==> src/wdg_consts.vh <==
`ifndef WDG_CONSTS_VH
`define WDG_CONSTS_VH

// register map on the internal processor bus
`define WDG_ADDR_SERVICE 16'hFFFF
`define WDG_ADDR_OPT_LO 16'h001E
`define WDG_ADDR_OPT_HI 16'h001F

// option latch layout, high latch
`define WDG_OPT_DISABLE 0
`define WDG_OPT_STOP_EN 1
`define WDG_OPT_SHORT_REC 2
`define WDG_OPT_VOLT_MODE 3
`define WDG_OPT_MON_PWRD 4
`define WDG_OPT_MON_RSTD 5
`define WDG_OPT_MON_STOP 6
`define WDG_OPT_RATE 7
// option latch layout, low latch
`define WDG_OPT_OSC_STOP 0
`define WDG_OPT_RESET 8'h00

// watchdog chain
`define WDG_PRE_W 12
`define WDG_CNT_W 6
`define WDG_CNT_FULL 6'h3F
`define WDG_PRE_CLR_MASK 12'h00F
`define WDG_PRE_ZERO 12'h000
`define WDG_CNT_ZERO 6'h00
`define WDG_FAST_TAP 6
`define WDG_FAST_END 7'h70
`define WDG_SLOW_END 12'hFF0
`define WDG_FAST_LOW_W 7

// reset pulse and recovery delays, in clock ticks
`define WDG_RST_TICKS 6'h20
`define WDG_POR_CYCLES 13'h1000
`define WDG_REC_SHORT 13'h0020
`define WDG_REC_LONG 13'h1000
`define WDG_DLY_W 13

`endif

==> src/wdg_core.v <==
`timescale 1ns/1ns
`include "wdg_consts.vh"

// prescaler plus six-bit counter; advances once per watchdog clock tick
module wdg_core (
    input wire core_clk,
    input wire reset,
    input wire tick,
    input wire clear_all,
    input wire clear_prescaler,
    input wire service,
    input wire rate_fast,
    output reg overflow
);
    reg [`WDG_PRE_W-1:0] prescaler;
    reg [`WDG_CNT_W-1:0] counter;
    wire slow_carry;
    wire fast_carry;
    wire carry;
    wire at_end;

    // prescaler tap picked by rate so both timeouts come out exact
    assign slow_carry = &prescaler;
    assign fast_carry = &prescaler[`WDG_FAST_TAP:0];
    assign carry = rate_fast ? fast_carry : slow_carry;
    // end point sits 16 ticks short of the full wrap
    assign at_end = (counter == `WDG_CNT_FULL) &&
        (rate_fast ? (prescaler[`WDG_FAST_LOW_W-1:0] == `WDG_FAST_END) : (prescaler == `WDG_SLOW_END));

    // chain update; clears take priority over counting
    always @(posedge core_clk) begin
        overflow <= 1'b0;
        if (reset || clear_all) begin
            prescaler <= `WDG_PRE_ZERO;
            counter <= `WDG_CNT_ZERO;
        end else if (service) begin
            prescaler <= prescaler & `WDG_PRE_CLR_MASK;
            counter <= `WDG_CNT_ZERO;
        end else if (clear_prescaler) begin
            prescaler <= `WDG_PRE_ZERO;
        end else if (tick) begin
            if (at_end) begin
                overflow <= 1'b1;
                prescaler <= `WDG_PRE_ZERO;
                counter <= `WDG_CNT_ZERO;
            end else begin
                prescaler <= prescaler + 1'b1;
                if (carry) begin
                    counter <= counter + 1'b1;
                end
            end
        end
    end
endmodule

==> src/wdg_top.v <==
`timescale 1ns/1ns
`include "wdg_consts.vh"

// What this block does
// - six-bit counter fed by carry of twelve-bit prescaler, both on watchdog clock
// - overflow resets device; 8176 ticks with fast rate, 262128 with slow
// - any write to service location clears counter and upper prescaler stages
// - reading service location returns reset vector low byte, not watchdog state
// - overflow drives reset pin low 32 ticks and sets watchdog reset flag
// - stop instruction clears prescaler when stop-enable set; watchdog clock gated during stop
// - prescaler cleared 4096 oscillator cycles after power-up
// - any internal reset clears prescaler and counter
// - reset vector fetch clears the prescaler
// - disable option set means watchdog never resets; clear means enabled
// - monitor mode disables watchdog under test voltage, or until power-on if blank
// - during break, test voltage on reset pin disables watchdog
// - watchdog keeps counting in wait mode
// - watchdog raises no processor interrupt; reset is its only action
// - stop with stop-enable clear is illegal opcode reset, else enters stop
// - stop exit delay 32 oscillator cycles if short recovery set, else 4096
// - stop exit by low-voltage reset always uses long delay
// - oscillator-in-stop set or reset pin level high keeps clocks running in stop, else forced low
// - monitor runs in stop only if in-stop set and power-down clear
// - reset-disable suppresses monitor reset; power-disable powers monitor down
// - voltage mode option cleared only by power-on reset
// - option latches write once after reset, cleared by reset, always readable
// - option latches sit at 0x001E and 0x001F
module wdg_top (
    input wire core_clk,
    input wire reset,
    input wire internal_reset,
    input wire [15:0] bus_addr,
    input wire [7:0] bus_wdata,
    input wire bus_write,
    input wire bus_read,
    output reg [7:0] bus_rdata,
    input wire [7:0] reset_vector_low,
    input wire vector_fetch,
    input wire watchdog_clock,
    input wire stop_exec,
    input wire wake_request,
    input wire monitor_mode,
    input wire monitor_blank_entry,
    input wire break_active,
    input wire irq_test_voltage,
    input wire rst_test_voltage,
    input wire monitor_trip,
    input wire reset_pin_in,
    output reg reset_pin_out,
    output reg reset_pin_oe_n,
    output reg watchdog_reset_flag,
    output reg illegal_stop_reset,
    output reg stop_mode,
    output reg stop_exit_done,
    output reg gen_clock_run,
    output reg monitor_power_on,
    output reg monitor_reset_req
);
    localparam ST_RUN = 2'b00;
    localparam ST_STOP = 2'b01;
    localparam ST_RECOVER = 2'b10;

    reg [1:0] state;
    reg [7:0] opt_hi;
    reg [7:0] opt_lo;
    reg opt_hi_done;
    reg opt_lo_done;
    reg volt_mode;
    reg volt_done;
    reg blank_hold;
    reg [3:0] sync_a;
    reg [3:0] sync_b;
    reg wclk_prev;
    reg [12:0] por_count;
    reg por_pending;
    reg [`WDG_DLY_W-1:0] rec_count;
    reg [5:0] rst_ticks;
    reg rst_busy;
    wire any_reset;
    wire wclk_s;
    wire irq_tv;
    wire rst_tv;
    wire tick;
    wire tick_gated;
    wire disabled;
    wire service;
    wire clear_pre;
    wire overflow;
    wire mon_active;
    wire [7:0] opt_hi_view;
    wire rst_pin_s;

    // any reset of the device, including the watchdog's own pulse
    assign any_reset = reset | internal_reset | rst_busy;

    // two flip-flop synchronisers for pin-level inputs; stage one read only by stage two
    genvar g;
    generate
        for (g = 0; g < 4; g = g + 1) begin : pin_sync
            always @(posedge core_clk) begin
                sync_a[g] <= (g == 0) ? watchdog_clock : (g == 1) ? irq_test_voltage :
                    (g == 2) ? rst_test_voltage : reset_pin_in;
                sync_b[g] <= sync_a[g];
            end
        end
    endgenerate
    assign wclk_s = sync_b[0];
    assign irq_tv = sync_b[1];
    assign rst_tv = sync_b[2];
    // reset pad level, a pin like the others, so it goes through the same two stages
    assign rst_pin_s = sync_b[3];

    // rising edge of watchdog clock after synchronisation
    always @(posedge core_clk) begin
        if (reset) begin
            wclk_prev <= 1'b0;
        end else begin
            wclk_prev <= wclk_s;
        end
    end
    assign tick = wclk_s & ~wclk_prev;
    assign tick_gated = tick & (state == ST_RUN);

    // blank-vector monitor entry holds watchdog off until power-on reset
    always @(posedge core_clk) begin
        if (reset) begin
            blank_hold <= 1'b0;
        end else if (monitor_mode && monitor_blank_entry && !irq_tv) begin
            blank_hold <= 1'b1;
        end
    end

    // disable conditions; a disabled chain is held cleared
    assign disabled = opt_hi[`WDG_OPT_DISABLE]
        | (monitor_mode & (irq_tv | rst_tv)) | blank_hold
        | (break_active & rst_tv);

    assign service = bus_write && (bus_addr == `WDG_ADDR_SERVICE);
    assign clear_pre = vector_fetch
        | (stop_exec & opt_hi[`WDG_OPT_STOP_EN])
        | (por_pending && (por_count == `WDG_POR_CYCLES));

    wdg_core u_core (
        .core_clk(core_clk),
        .reset(reset),
        .tick(tick_gated),
        .clear_all(any_reset | disabled),
        .clear_prescaler(clear_pre),
        .service(service),
        .rate_fast(opt_hi[`WDG_OPT_RATE]),
        .overflow(overflow)
    );

    // power-up prescaler clear after the oscillator settles
    always @(posedge core_clk) begin
        if (reset) begin
            por_count <= 13'h0000;
            por_pending <= 1'b1;
        end else if (por_pending) begin
            if (por_count == `WDG_POR_CYCLES) begin
                por_pending <= 1'b0;
            end else begin
                por_count <= por_count + 1'b1;
            end
        end
    end

    // watchdog reset pulse, counted in watchdog clock ticks, not gated by stop
    always @(posedge core_clk) begin
        if (reset) begin
            rst_busy <= 1'b0;
            rst_ticks <= 6'h00;
            reset_pin_out <= 1'b1;
            reset_pin_oe_n <= 1'b1;
        end else if (overflow && !rst_busy) begin
            rst_busy <= 1'b1;
            rst_ticks <= 6'h00;
            reset_pin_out <= 1'b0;
            reset_pin_oe_n <= 1'b0;
        end else if (rst_busy && tick) begin
            if (rst_ticks == `WDG_RST_TICKS - 6'h01) begin
                rst_busy <= 1'b0;
                reset_pin_out <= 1'b1;
                reset_pin_oe_n <= 1'b1;
            end else begin
                rst_ticks <= rst_ticks + 1'b1;
            end
        end
    end

    // sticky watchdog reset flag; only power-on clears it
    always @(posedge core_clk) begin
        if (reset) begin
            watchdog_reset_flag <= 1'b0;
        end else if (overflow) begin
            watchdog_reset_flag <= 1'b1;
        end
    end

    // option latches; one write each per reset, lost writes simply ignored
    always @(posedge core_clk) begin
        if (any_reset) begin
            opt_hi <= `WDG_OPT_RESET;
            opt_lo <= `WDG_OPT_RESET;
            opt_hi_done <= 1'b0;
            opt_lo_done <= 1'b0;
        end else if (bus_write) begin
            if (bus_addr == `WDG_ADDR_OPT_HI && !opt_hi_done) begin
                opt_hi <= bus_wdata;
                opt_hi_done <= 1'b1;
            end
            if (bus_addr == `WDG_ADDR_OPT_LO && !opt_lo_done) begin
                opt_lo <= bus_wdata;
                opt_lo_done <= 1'b1;
            end
        end
    end

    // voltage mode survives all resets but power-on, one write per power-on
    always @(posedge core_clk) begin
        if (reset) begin
            volt_mode <= 1'b0;
            volt_done <= 1'b0;
        end else if (bus_write && bus_addr == `WDG_ADDR_OPT_HI && !volt_done) begin
            volt_mode <= bus_wdata[`WDG_OPT_VOLT_MODE];
            volt_done <= 1'b1;
        end
    end

    assign opt_hi_view = {opt_hi[7:`WDG_OPT_VOLT_MODE+1], volt_mode, opt_hi[`WDG_OPT_VOLT_MODE-1:0]};

    // read data, registered; service location never exposes chain state
    always @(posedge core_clk) begin
        if (reset) begin
            bus_rdata <= 8'h00;
        end else if (bus_read) begin
            case (bus_addr)
                `WDG_ADDR_SERVICE: bus_rdata <= reset_vector_low;
                `WDG_ADDR_OPT_HI: bus_rdata <= opt_hi_view;
                `WDG_ADDR_OPT_LO: bus_rdata <= opt_lo;
                default: bus_rdata <= 8'h00;
            endcase
        end
    end

    // stop entry, wake and recovery delay
    always @(posedge core_clk) begin
        illegal_stop_reset <= 1'b0;
        stop_exit_done <= 1'b0;
        if (reset || internal_reset) begin
            state <= ST_RUN;
            rec_count <= {`WDG_DLY_W{1'b0}};
        end else begin
            case (state)
                ST_RUN: begin
                    if (stop_exec) begin
                        if (opt_hi[`WDG_OPT_STOP_EN]) begin
                            state <= ST_STOP;
                        end else begin
                            illegal_stop_reset <= 1'b1;
                        end
                    end
                end
                ST_STOP: begin
                    if (monitor_reset_req) begin
                        // long delay regardless of short option
                        rec_count <= `WDG_REC_LONG;
                        state <= ST_RECOVER;
                    end else if (wake_request) begin
                        // relies on software: short delay assumes a running oscillator
                        rec_count <= opt_hi[`WDG_OPT_SHORT_REC] ? `WDG_REC_SHORT : `WDG_REC_LONG;
                        state <= ST_RECOVER;
                    end
                end
                ST_RECOVER: begin
                    if (rec_count == {{(`WDG_DLY_W-1){1'b0}}, 1'b1}) begin
                        stop_exit_done <= 1'b1;
                        state <= ST_RUN;
                    end
                    rec_count <= rec_count - 1'b1;
                end
                default: begin
                    state <= ST_RUN;
                end
            endcase
        end
    end

    // monitor live unless powered down: outside stop, or in stop when allowed
    assign mon_active = ~opt_hi[`WDG_OPT_MON_PWRD] & ((state == ST_RUN) | opt_hi[`WDG_OPT_MON_STOP]);

    // registered controls toward clock generator and low-voltage monitor
    always @(posedge core_clk) begin
        if (reset) begin
            stop_mode <= 1'b0;
            gen_clock_run <= 1'b1;
            monitor_power_on <= 1'b1;
            monitor_reset_req <= 1'b0;
        end else begin
            stop_mode <= (state != ST_RUN);
            gen_clock_run <= (state == ST_RUN) | opt_lo[`WDG_OPT_OSC_STOP] | rst_pin_s;
            monitor_power_on <= mon_active;
            monitor_reset_req <= monitor_trip & mon_active & ~opt_hi[`WDG_OPT_MON_RSTD];
        end
    end
endmodule

==> config.mk <==
export PLATFORM = sky130hd
export DESIGN_NAME = wdg_top
export DESIGN_NICKNAME = d
export VERILOG_FILES = /design/src/wdg_core.v /design/src/wdg_top.v
export VERILOG_INCLUDE_DIRS = /design/src
export SDC_FILE = /design/constraint.sdc
export NUM_CORES = 1
export LEC_CHECK = 0
export ABC_AREA = 1
export BUFFER_PORTS_ARGS = -buffer_cell sky130_fd_sc_hd__buf_2
export CORE_MARGIN = 3
export CORE_UTILIZATION = 45
export CTS_BUF_LIST = sky130_fd_sc_hd__clkbuf_16
export CTS_CLUSTER_DIAMETER = 120
export CTS_CLUSTER_SIZE = 12
export DETAILED_ROUTE_END_ITERATION = 10
export HOLD_SLACK_MARGIN = 0.03
export PLACE_DENSITY = 0.63
export SYNTH_ARGS = -nofsm -noshare
export SYNTH_HDL_FRONTEND = slang
export SYNTH_SLANG_ARGS = --single-unit
==> constraint.sdc <==
create_clock -name core_clk -period 2.2 [get_ports core_clk]
set_input_delay 0.33 -clock core_clk [delete_from_list [all_inputs] [get_ports core_clk]]
set_output_delay 0.33 -clock core_clk [all_outputs]
set_load 0.05 [all_outputs]
== Word-level counts from Yosys, hierarchy flattened ==
Index checks and enable logic that the tools add are counted.

* Bits in registers: 101
* Logic and storage cells: 157
* Input port bits: 48
* Output and inout bits: 17

* Equality and inequality tests: 15
* Mux-type cells: 29
* Bitwise logic cells: 31
* Reductions and logical operators: 42
* Add/subtract/negate cells: 5

{| class="wikitable"
|+ Operators with widths
! cell !! number
|-
| $mux W13 || 3
|-
| $eq A16 B5 Y1 const B || 2
|-
| $pmux W13 S2 || 1
|-
| $pmux W8 S3 || 1
|-
| $eq A16 B16 Y1 const B || 1
|-
| $reduce_and A2 Y1 || 7
|-
| $add A13 B1 Y13 const B || 1
|-
| $eq A13 B1 Y1 const B || 1
|-
| $eq A13 B13 Y1 const B || 1
|-
| $mux W1 || 13
|-
| $sub A13 B1 Y13 const B || 1
|-
| $add A12 B1 Y12 const B || 1
|-
| $add A6 B1 Y6 const B || 2
|-
| $eq A12 B12 Y1 const B || 1
|-
| $mux W12 || 1
|-
| $mux W6 || 2
|-
| $or A1 B1 Y1 || 12
|-
| $reduce_and A12 Y1 || 1
|-
| $reduce_bool A2 Y1 || 6
|-
| $logic_and A1 B1 Y1 || 11
|-
| $not A1 Y1 || 11
|-
| $mux W2 || 5
|-
| $and A1 B1 Y1 || 8
|-
| $mux W4 || 2
|-
| 17 further kinds || 27
|}

== Logic depth before layout (Yosys ltp) ==
Gate-level depths: netlist of the first run.

* Word-level depth: 8
* Mapped depth: 12
* Gate-level depth less buffers: 12

== Cells and area by module ==
Synthesis of the first run repeated with hierarchy kept, for this count alone.

* Cells, all modules: 697
* Area, all modules: 4906.0 sq um

{| class="wikitable"
|+ Modules (own cells, without submodules)
! module !! area an instance (sq um) !! seq. area each (sq um) !! cells an instance !! instances
|-
| wdg_top || 3793.6 || 1621.6 || 533 || 1
|-
| wdg_core || 1112.3 || 380.4 || 164 || 1
|}

== Least setup slack after synthesis of the first run ==
Ideal clock, no wire load.

* Kind: register to register
* From: register por_count[0]
* To: register u_core.counter[0]
* Setup time: 116 ps
* Buffers on the path: 0
* Data required time: 2084 ps
* Stages on the path, launching flop included: 11
* Clock period less this slack: 1566 ps
* Path slack: 634 ps
* Arrival: 1450 ps
* Cells stage by stage: dfxtp_1 inv_1 ha_1 nand3_1 nor2_1 nand3_1 nand2_1 inv_1 nand2_1 o21ai_0 nor2_1

* Longest elaborated chain between the ends: 5

{| class="wikitable"
|+ Ends and longest elaborated chain
! item !! line !! source
|-
| start, declared || wdg_top.v:74 || <nowiki>reg [12:0] por_count;</nowiki>
|-
| start signal, assigned || wdg_top.v:163 || <nowiki>por_count <= por_count + 1'b1;</nowiki>
|-
| $eq A13 B13 Y1 (no line) || n/a ||
|-
| $logic_and A1 B1 Y1 || wdg_top.v:141 || <nowiki>| (por_pending && (por_count == `WDG_POR_CYCLES));</nowiki>
|-
| $or A1 B1 Y1 || wdg_top.v:139 || <nowiki>assign clear_pre = vector_fetch</nowiki>
|-
| $not A1 Y1 (no line) || n/a ||
|-
| $reduce_and A3 Y1 (no line) || n/a ||
|-
| end signal, assigned || wdg_core.v:38 || <nowiki>counter <= `WDG_CNT_ZERO;</nowiki>
|-
| end signal, assigned || wdg_core.v:45 || <nowiki>counter <= `WDG_CNT_ZERO;</nowiki>
|-
| end signal, assigned || wdg_core.v:49 || <nowiki>counter <= counter + 1'b1;</nowiki>
|-
| end, declared || wdg_core.v:16 || <nowiki>reg [`WDG_CNT_W-1:0] counter;</nowiki>
|}

Every way passes these cells.
A chain may end at the register's enable or synchronous reset.

== Final worst setup path of the first run ==
* From: register por_count[0]
* To: register u_core.counter[1]

Same word-level chain as after synthesis.

==> run_results.csv, run 1 <==
group,metric,value,unit
status,status,"finished, final reports clean",
drt,drtAntennaViolNets,0,
floorplan,num_rows,36,
worst_setup_path,cp.required,2.44,ns
worst_setup_path,worstRegToRegCells,10,
timing,unrepaired_setup_endpoints_after_global_routing,"no",
power_and_ir_drop,peakVddDrop,0.340,mV
hold_path,hold_wc_path_type,"input pin to flip-flop",
floorplan,coreArea,9950,sq um
yosys,syn-mean-instance-area,6.86,sq um
timing,timing_worst_slew_pin_value,0.477,ns
yosys,synth_cell_types,33,
layout,layout.core_utilization,0.550,
layout,layout-area-overhead-vs-synth,16.8,%
floorplan,floorplan.initialDensity,0.470,
yosys,synthesized_nets,739,
placement,finalWeightedCongestion,0.848,
timing,final_critical_path_share_of_the_clock_period,0.838,
cts,ctsLongestPathBuffers,2,
drt,drt_pre_antenna_iters,4,
cts,cts-root-buf,"sky130_fd_sc_hd__clkbuf_16",
yosys,synthesis.instances,683,
grt,pin_count_of_the_biggest_net_entering_global_routing,23,
floorplan,dieHeight,108,um
hold_path,hold_start,"reset_pin_in",
yosys,synth-seq-cells,100,
drt,detail_route.wirelength,10800,um
worst_setup_path,timing.setup.critical_path_class,"flip-flop to flip-flop",
grt,grt_use_total,0.192,
drt,route.detailed.drc,0,
drt,detailedRoute.firstIterationViolations,200,
worst_setup_path,timing.critical_path.fanout_max,8,
placement,half_perimeter_wire_length_after_placement,8100,um
timing,max-slew-margin-rel,0.681,
hold_path,end_of_the_worst_hold_path,"sync_a[3]",
timing,finalSetupTns,0,ns
worst_setup_path,ff2ff_setup_slack,0.36,ns
layout,post_route_cells_drive_above_1_share,0.138,
worst_setup_path,library_cell_contributing_the_largest_single_delay_on_the_critical_path,"sky130_fd_sc_hd__dfxtp_1",
cts,htreeDepth,3,
yosys,yosysWarningCount,0,
cts,insertion_delay_of_the_later_clocked_pin_in_the_worst_skew_pair,0.35,ns
worst_setup_path,timing.critical_path.to_type,"flip-flop",
timing,setup_viol,0,
timing,hold_viol_final,0,
floorplan,num_io_pins,65,
timing,fin_hold_ws,0.0809,ns
drt,total_via_count_after_detailed_routing,4387,
layout,post_layout_nonfiller_instances,894,
cts,tritoncts,"done",
worst_setup_path,timing.rr.end,"u_core.counter[1]",
power_and_ir_drop,pd_cells,646,nW/um^2
layout,finish.net_count,812,
placement,buffer_ports.inserted,64,
cts,resized_gates_after_cts,0,
power_and_ir_drop,leakage,2.29,nW
worst_setup_path,worst_ep_arrival_time,2.08,ns
timing,slew_viol_final,0,
drt,wl_per_cell,12.1,um
worst_setup_path,regToRegStartpoint,"por_count[0]",
yosys,syn-cell-area,4680,sq um
worst_setup_path,critPathMaxStageDelay,0.37,ns
hold_path,whs_path_depth,1,
placement,post-place-cells,878,
worst_setup_path,worstPathCellList,"inv_1 -> ha_1 -> nand3_1 -> nor2_1 -> nand3_1 -> nand2_1 -> inv_1 -> nand2_1 -> o21ai_0 -> nor2_1",
grt,grt_overflow_total,0,
job,maxCapViolCount,0,
worst_setup_path,worstPathBufferInverterCount,2,
timing,layout_min_cycle_time,1.84,ns
cts,post_cts_setup_buffers,0,
grt,number_of_antenna_violations_at_the_first_check_in_global_routing,0,
cts,numCtsBuffers,9,
worst_setup_path,critPathLaunchType,"flip-flop",
floorplan,die_width,108,um
cts,postCtsHoldBufs,0,
timing,highest_achievable_clock_rate,543,MHz
grt,first_global_vias,4138,
yosys,seq_area_frac_synth,0.427,
worst_setup_path,critPathTopFamily,"simple AND/OR/NAND/NOR gates",
timing,clock_tree_skew_after_final_layout,0.0103,ns
grt,grt_pass1_wl,18200,um
cts,clock_sink_count,100,
drt,viasPerCell,4.91,
cts,clkSlewWorstSetupHoldPaths,0.07,ns
layout,num_antenna_cells,0,
floorplan,die_area,11700,sq um
-- cells in the final DEF, fill, tap and decap left out, types with 9 or more instances in the layout --
cell type and n:
sky130_fd_sc_hd__inv_1 86, sky130_fd_sc_hd__buf_2 64, sky130_fd_sc_hd__clkbuf_16 9, sky130_fd_sc_hd__xor2_1 11
sky130_fd_sc_hd__nor3_1 11, sky130_fd_sc_hd__dfxtp_1 100, sky130_fd_sc_hd__nor2_1 119, sky130_fd_sc_hd__buf_4 9
sky130_fd_sc_hd__o21ai_0 42, sky130_fd_sc_hd__a21oi_1 51, sky130_fd_sc_hd__nand2_1 151, sky130_fd_sc_hd__nand3_1 52
-- routing by layer --
metal / part of all wire / routed length, um / up-vias / track usage
li1: - / - / 2325 / -
met1: 0.47 / 5040 / 1965 / 0.248
met2: 0.47 / 5080 / 84 / 0.326
met3: 0.047 / 507 / 13 / 0.0304
met4: 0.015 / 165 / 0 / 0.0667
met5: 0 / 0 / - / 0
-- cell type report --
class | instances | area [sq um]
Sequential cell | 100 | 2000
Tap cell | 133 | 166
Timing Repair Buffer | 73 | 388
Inverter | 88 | 330
Fill cell | 992 | 4480
Clock buffer | 9 | 225
Multi-Input combinational cell | 484 | 2300
Clock inverter | 7 | 58.8
-- worst max-delay path by stage --
stage,endpoint,from,slack [ns],cells past startpoint
finish,u_core.counter[1],por_count[0],0.36,10
floorplan,u_core.counter[0],por_count[0],0.63,10
global route,u_core.counter[4],por_count[0],0.14,10
global placement,opt_lo[0],bus_addr[6],0.38,11
detailed placement,opt_hi[0],bus_addr[3],0.27,10
CTS,u_core.counter[4],por_count[0],0.35,10
-- flip-flops by register name, summed over array words and instances (netlist names), 2 cells and up --
signal            count
opt_hi                7
sync_a                4
opt_lo                8
rst_ticks             6
u_core.prescaler     12
state                 2
rec_count            13
bus_rdata             8
por_count            13
u_core.counter        6
-- kinds of logic after synthesis --
| logic type | Yosys count | share of synthesized area |
|---|---|---|
| adders and majority gates | 8 | 0.0214 |
| buffers and inverters | 99 | 0.0815 |
| DFF | 100 | 0.427 |
| and+or+nand+nor | 358 | 0.325 |
| AOI/OAI and AO/OA | 106 | 0.122 |
| xor gates and xnor gates | 12 | 0.0224 |
-- synth_stat cells, drive strengths merged --
cell	count	area, sq um
a211oi	4	30.0
a21oi	52	272
a31oi	1	6.26
and3	1	6.26
buf	5	28.8
clkbuf	6	22.5
dfxtp	100	2000
ha	8	100
inv	88	330
nand2	151	567
nand3	53	278
nand3b	2	15.0
nand4	7	43.8
nor2	128	528
nor3	11	55.1
nor4	1	6.26
o211ai	1	7.51
o21a	3	22.5
o21ai	42	210
o21bai	1	7.51
o22ai	1	6.26
o32ai	1	8.76
or2	4	25.0
xnor2	1	8.76
xor2	11	96.3
-- report_power, final --
group	switching (W)	internal, W	leakage, nW
registers	0.0000106	0.00183	0.810
clock network	0.000738	0.000786	0.138
logic	0.000109	0.0000668	1.35
total	0.000858	0.00268	2.29
-- through the flow --
step	instance area, sq um	setup WS (ns)	total power [W]
2_1_floorplan	4680	0.634	0.00197
3_3_place_gp	5190	0.381	0.00205
3_5_place_dp	5190	0.272	0.00206
4_1_cts	5470	0.352	0.00358
5_1_grt	5470	0.138	0.00367
6_report	5470	0.357	0.00354
Note: power is estimated with default switching activity, not from simulation.
==> inputs of run 2 (changes only) <==
- PLACE_DENSITY: 0.63 -> 0.65
- clock period: 2.2 -> 1.65 ns (I/O delays scaled with it)
==> run 2 against run 1 <==
  * Non-clock buffer count up 17
  * Register-to-register slack worse by 0.21 ns
  * Sequential power up 33%
==> run_results.csv, run 2 (synthesis gave the netlist of run 1 again) <==
group,metric,value,unit
floorplan,dieHeight,108,um
worst_setup_path,cp.required,1.88,ns
grt,grt_overflow_total,0,
placement,finalWeightedCongestion,0.829,
drt,drtAntennaViolNets,0,
drt,route.detailed.drc,0,
power_and_ir_drop,total_switching_power,0.00117,W
status,status,"finished, final reports clean",
hold_path,hold_wc_path_type,"input pin to flip-flop",
power_and_ir_drop,peakVddDrop,0.572,mV
layout,finish.net_count,829,
layout,largestRegisters,"por_count (13), rec_count (13), u_core.prescaler (12)",
timing,max-slew-margin-rel,0.766,
layout,num_antenna_cells,0,
timing,finalSetupTns,0,ns
cts,clock_sink_count,100,
power_and_ir_drop,pd_cells,839,nW/um^2
power_and_ir_drop,fin_total_pwr,0.00477,W
cts,tritoncts,"done",
cts,ctsLongestPathBuffers,2,
placement,buffer_ports.inserted,64,
floorplan,floorplan.initialDensity,0.470,
floorplan,num_rows,36,
drt,total_via_count_after_detailed_routing,4475,
worst_setup_path,timing.setup.critical_path_class,"flip-flop to flip-flop",
timing,clock_tree_skew_after_final_layout,0.00956,ns
grt,grt_use_total,0.184,
worst_setup_path,ff2ff_setup_slack,0.15,ns
cts,insertion_delay_of_the_later_clocked_pin_in_the_worst_skew_pair,0.35,ns
power_and_ir_drop,clock_power_share,0.434,
layout,layout.cells.most_common,"sky130_fd_sc_hd__nand2_1",
grt,number_of_antenna_violations_at_the_first_check_in_global_routing,0,
power_and_ir_drop,leakage,2.39,nW
worst_setup_path,timing.critical_path.fanout_max,8,
drt,viasPerCell,4.91,
timing,highest_achievable_clock_rate,665,MHz
worst_setup_path,worst_ep_arrival_time,1.74,ns
grt,pin_count_of_the_biggest_net_entering_global_routing,23,
timing,fin_hold_ws,0.145,ns
worst_setup_path,critPathLaunchType,"flip-flop",
timing,setup_viol,0,
grt,grt_pass1_wl,17600,um
cts,htreeDepth,3,
power_and_ir_drop,sw_frac_of_total,0.245,
floorplan,num_io_pins,65,
cts,clkSlewWorstSetupHoldPaths,0.07,ns
floorplan,die_area,11700,sq um
floorplan,die_width,108,um
drt,detail_route.wirelength,10500,um
drt,drt_pre_antenna_iters,5,
power_and_ir_drop,intPower,0.00360,W
worst_setup_path,timing.critical_path.to_type,"flip-flop",
drt,wl_per_cell,11.6,um
grt,first_global_vias,4136,
floorplan,coreArea,9950,sq um
timing,timing_worst_slew_pin_value,0.351,ns
layout,post_route_cells_drive_above_1_share,0.179,
timing,slew_viol_final,0,
power_and_ir_drop,seq_power_share,0.513,
layout,layout-area-overhead-vs-synth,21.4,%
power_and_ir_drop,share_comb_of_total_power,0.052,
cts,numCtsBuffers,9,
placement,half_perimeter_wire_length_after_placement,7980,um
timing,hold_viol_final,0,
job,maxCapViolCount,0,
cts,cts-root-buf,"sky130_fd_sc_hd__clkbuf_16",
drt,detailedRoute.firstIterationViolations,161,
timing,final_critical_path_share_of_the_clock_period,0.911,
layout,layout.cells.most_common_list,"148 x sky130_fd_sc_hd__nand2_1, 113 x sky130_fd_sc_hd__nor2_1, 98 x sky130_fd_sc_hd__dfxtp_1",
layout,layout.core_utilization,0.571,
timing,layout_min_cycle_time,1.50,ns
## run 2: cell count changes in the layout (fill, tap and decap cells not counted), moves of 5 or more
cell | before | now
sky130_fd_sc_hd__inv_1 | 86 | 81
sky130_fd_sc_hd__nor2_1 | 119 | 113
sky130_fd_sc_hd__buf_4 | 9 | 22
sky130_fd_sc_hd__inv_2 | 2 | 7
sky130_fd_sc_hd__nor2_2 | 4 | 9
sky130_fd_sc_hd__o21ai_0 | 42 | 37
## run 2: critical path, stage by stage (launching register included)
cell	delay (ns)
sky130_fd_sc_hd__dfxtp_2	0.37
sky130_fd_sc_hd__ha_4	0.15
sky130_fd_sc_hd__nand4_1	0.17
sky130_fd_sc_hd__nor2_4	0.18
sky130_fd_sc_hd__nor2_1	0.08
sky130_fd_sc_hd__nor2_4	0.16
sky130_fd_sc_hd__nand2_4	0.11
sky130_fd_sc_hd__o21ai_1	0.13
sky130_fd_sc_hd__nor2_1	0.05
## run 2: power groups by stage
| stage | Sequential (W) | Combinational (W) | Clock (W) |
|---|---|---|---|
| after floorplan | 0.00251 | 0.000116 | 0 |
| after global placement | 0.00250 | 0.000231 | 0 |
| after detailed placement | 0.00250 | 0.000235 | 0 |
| after CTS | 0.00245 | 0.000243 | 0.00213 |
| after global routing | 0.00245 | 0.000282 | 0.00222 |
| final | 0.00245 | 0.000250 | 0.00207 |
## run 2: cell type report
cell class                 instances  area (sq um)
inverter                          88           330
multi-input combinational        484          2360
sequential                       100          2000
tap                              133           166
clock buffer                       9           225
timing repair buffer              90           526
clock inverter                     7          70.1
fill                             953          4270
## run 2: metal layers
metal	track usage	share of wire
met1	0.224	0.46
met2	0.332	0.49
met3	0.0370	0.050
met4	0.0487	0.0079
met5	0	0
## run 2: repair_timing
action                                  CTS  global route
hold endpoints to repair                  4             0
pin swaps                                 0             5
endpoints found under the setup margin   14            27
setup buffers                             0             1
hold buffers                              4             0
resized for setup                         2            27
## run 2: worst paths after layout
check,startpoint,end,cells past startpoint
hold / removal,monitor_trip,monitor_reset_req,3
hold reg to reg,sync_a[0],wclk_s,0
setup / recovery,u_core.counter[0],u_core.counter[1],8
setup reg to reg,u_core.counter[0],u_core.counter[1],8
## run 2: stage by stage
step                area, sq um  worst slack, ns  std cells
floorplan                  4680           0.0843        683
detailed placement         5280          -0.0500        890
global placement           5280           0.0443        890
CTS                        5620          0.00334        910
global route               5690          -0.0270        911
finish                     5690            0.146        911
==> inputs of run 3 (changes only) <==
- SLEW_MARGIN: default -> 20
- SYNTH_HIERARCHICAL: default -> 1
==> run 3 against run 2 <==
  * Combinational power increased by 14%
  * Critical path depth rose by 4
  * Count of clock-buffer cells in the layout did not move
  * Largest cell class unchanged
  * Non-clock buffer count is 13 higher
  * Largest power group unchanged
  * Sequential cell count did not move
  * Synthesized cell count increased by 2.0%
  * Clock skew is 0.0031 ns lower
  * Highest routed layer unchanged
==> run_results.csv, run 3 <==
group,metric,value,unit
power_and_ir_drop,pd_cells,804,nW/um^2
hold_path,whs_path_depth,3,
placement,half_perimeter_wire_length_after_placement,8950,um
worst_setup_path,critPathMaxStageDelay,0.34,ns
yosys,async_flop_share,0,
worst_setup_path,cp.required,1.92,ns
power_and_ir_drop,total_switching_power,0.00124,W
yosys,synthesized_nets,753,
cts,numCtsBuffers,9,
layout,layout-area-overhead-vs-synth,23.5,%
worst_setup_path,timing.rr.end,"u_core/prescaler[0]",
power_and_ir_drop,leakage,2.44,nW
timing,unrepaired_setup_endpoints_after_global_routing,"yes",
grt,grt_use_total,0.196,
yosys,synth.top_cell.area_share,0.408,
grt,grt_pass1_wl,20200,um
yosys,synth.mux.area_fraction,0,
yosys,yosys-top-cells-area,"sky130_fd_sc_hd__dfxtp_1 41%, sky130_fd_sc_hd__nand2_1 13%, sky130_fd_sc_hd__nor2_1 7.1%",
power_and_ir_drop,fin_total_pwr,0.00487,W
floorplan,num_io_pins,65,
yosys,synthSimpleGateAreaFrac,0.358,
cts,cts-root-buf,"sky130_fd_sc_hd__clkbuf_16",
worst_setup_path,worstPathBufferInverterCount,3,
worst_setup_path,timing.setup.critical_path_class,"flip-flop to flip-flop",
hold_path,hold_start,"monitor_trip",
drt,total_via_count_after_detailed_routing,4684,
floorplan,num_rows,37,
worst_setup_path,worstPathCellList,"inv_2 -> ha_4 -> nand3_2 -> nor2_1 -> nand2_1 -> o21ai_2 -> buf_4 -> nor2_2 -> inv_1 -> nor2_2 -> nand2_1 -> a21oi_1",
yosys,synth-seq-cells,100,
floorplan,coreArea,10500,sq um
worst_setup_path,worst_ep_arrival_time,1.87,ns
worst_setup_path,timing.critical_path.fanout_max,3,
yosys,syn-cell-area,4910,sq um
grt,first_global_vias,4432,
grt,number_of_antenna_violations_at_the_first_check_in_global_routing,0,
drt,detailedRoute.firstIterationViolations,214,
power_and_ir_drop,peakVddDrop,0.603,mV
placement,detailedPlace.worstSlack,-0.0349,ns
status,status,"finished, final reports clean",
worst_setup_path,critPathLaunchType,"flip-flop",
layout,layout.cells.most_common,"sky130_fd_sc_hd__nand2_1",
drt,drt_pre_antenna_iters,5,
cts,htreeDepth,3,
yosys,yosysWarningCount,6,
cts,clkSlewWorstSetupHoldPaths,0.07,ns
power_and_ir_drop,sw_frac_of_total,0.254,
placement,finalWeightedCongestion,0.891,
yosys,largest_family_of_logic_cells_by_synthesized_area,"simple AND/OR/NAND/NOR gates",
yosys,synth_adder_area_share,0.0204,
yosys,seq_area_frac_synth,0.408,
timing,setup_viol,0,
drt,detail_route.wirelength,12000,um
yosys,synthMostInstantiatedCell,"sky130_fd_sc_hd__nand2_1",
yosys,syn-mean-instance-area,7.04,sq um
yosys,synth-edff-count,0,
cts,clock_sink_count,100,
layout,layout.cells.most_common_list,"166 x sky130_fd_sc_hd__nand2_1, 92 x sky130_fd_sc_hd__dfxtp_1, 85 x sky130_fd_sc_hd__nor2_1",
layout,largestRegisters,"por_count (13), rec_count (13), u_core/prescaler (12)",
yosys,netlist.top_cell.by_area,"sky130_fd_sc_hd__dfxtp_1",
power_and_ir_drop,clock_power_share,0.439,
floorplan,floorplan.initialDensity,0.469,
worst_setup_path,regToRegStartpoint,"por_count[1]",
drt,wl_per_cell,12.7,um
cts,insertion_delay_of_the_later_clocked_pin_in_the_worst_skew_pair,0.35,ns
placement,buffer_ports.inserted,64,
worst_setup_path,ff2ff_setup_slack,0.05,ns
grt,pin_count_of_the_biggest_net_entering_global_routing,30,
layout,post_route_cells_drive_above_1_share,0.251,
power_and_ir_drop,intPower,0.00364,W
timing,slew_viol_final,0,
timing,post-route-worst-setup-slack,0.0508,ns
timing,timing_worst_slew_pin_value,0.356,ns
yosys,synthXorXnorAreaFrac,0.0393,
drt,viasPerCell,4.98,
job,maxCapViolCount,0,
yosys,synth_cell_types,41,
layout,finish.net_count,855,
timing,hold_viol_final,0,
power_and_ir_drop,seq_power_share,0.502,
placement,post-place-cells,916,
timing,max-slew-margin-rel,0.763,
timing,final_critical_path_share_of_the_clock_period,0.969,
worst_setup_path,timing.critical_path.to_type,"flip-flop",
timing,layout_min_cycle_time,1.60,ns
hold_path,hold_wc_path_type,"input pin to flip-flop",
worst_setup_path,critPathTopFamily,"simple AND/OR/NAND/NOR gates",
power_and_ir_drop,share_comb_of_total_power,0.058,
grt,grt_overflow_total,0,
worst_setup_path,library_cell_contributing_the_largest_single_delay_on_the_critical_path,"sky130_fd_sc_hd__dfxtp_2",
cts,tritoncts,"done",
floorplan,die_area,12200,sq um
yosys,synth-main-ff-cell,"sky130_fd_sc_hd__dfxtp_1",
timing,clock_tree_skew_after_final_layout,0.00646,ns
layout,post_layout_nonfiller_instances,940,
hold_path,end_of_the_worst_hold_path,"monitor_reset_req",
cts,ctsLongestPathBuffers,2,
timing,highest_achievable_clock_rate,625,MHz
yosys,yosys-top-cells-count,"173 x sky130_fd_sc_hd__nand2_1, 100 x sky130_fd_sc_hd__dfxtp_1, 93 x sky130_fd_sc_hd__nor2_1",
drt,drtAntennaViolNets,0,
floorplan,dieHeight,110,um
yosys,synth_compound_area_frac,0.0928,
drt,route.detailed.drc,0,
worst_setup_path,worstRegToRegCells,12,
floorplan,die_width,110,um
layout,num_antenna_cells,0,
yosys,synthesis.instances,697,
## run 3: cell types whose count changed after synthesis, sizes merged, moves of 3 or more
cell    previous run  this run
o21ai             42        15
nand3             53        63
clkinv             0         3
nor2             128       104
xor2              11        19
nor3              11        17
inv               88        81
nand4              7        14
a21oi             52        59
nand2            151       181
## run 3: power groups by stage
stage	Clock [W]	Combinational [W]	Sequential, W
after floorplan	0	0.000108	0.00251
after global placement	0	0.000243	0.00250
after detailed placement	0	0.000249	0.00250
after CTS	0.00220	0.000261	0.00244
after global routing	0.00232	0.000317	0.00245
final	0.00214	0.000285	0.00245
## run 3: worst max path at each step
stage	start	to	depth (start not counted)
finish	por_count[1]	u_core/prescaler[0]	12
global route	por_count[0]	u_core/prescaler[1]	12
CTS	por_count[0]	u_core/counter[5]	12
detailed placement	por_count[0]	u_core/prescaler[3]	12
global placement	internal_reset	u_core/prescaler[10]	12
floorplan	por_count[0]	u_core/prescaler[3]	12
## run 3: cells by family (layout without fill, tap and decap cells)
kind of cell    Yosys count  after routing
flops                   100            100
buf+inv                  96            203
fa+ha+maj                 8              8
compound gates           85             85
xor+xnor                 22             22
simple gates            386            386
## run 3: per-layer routing
| metal | vias up | track usage | wire length [um] |
|---|---|---|---|
| met1 | 2137 | 0.258 | 5440 |
| met2 | 90 | 0.325 | 5830 |
| met3 | 16 | 0.0400 | 517 |
| li1 | 2441 | - | - |
| met4 | 0 | 0.0599 | 182 |
| met5 | - | 0 | 0 |
## run 3: cell type report
class / instances / area, sq um
clock buffers: 9 / 225
clock inverters: 7 / 82.6
fillers: 1009 / 4400
inverters: 84 / 320
multi-input cells: 501 / 2620
flip-flops and latches: 100 / 2010
well taps: 136 / 170
repair buffers: 103 / 627
## run 3: worst register-to-register path, delay by kind of cell (launching register included)
kind / cells / cell delay (ns)
compound gates: 2 / 0.25
buf+inv: 3 / 0.29
simple gates: 6 / 0.51
flops: 1 / 0.34
fa+ha+maj: 1 / 0.15
## run 3: through the flow
step                       util  TNS [ns]  instance area (sq um)  hold WS (ns)
after floorplan               -         0                   4910         0.275
after global routing      0.579    -0.818                   6060         0.145
after detailed placement  0.530   -0.0683                   5550         0.312
after global placement    0.530    -0.139                   5550         0.310
final                     0.579         0                   6060         0.139
after CTS                 0.566         0                   5920         0.132
## run 3: timing repair
| action | 4_1_cts | 5_1_grt |
|---|---|---|
| pin swaps | 0 | 10 |
| cloned | 0 | 0 |
| endpoints found under the setup margin | 7 | 35 |
| hold buffers | 4 | 0 |
| hold endpoints to repair | 4 | 0 |
| buffers inserted | 0 | 4 |
| resized for setup | 7 | 42 |
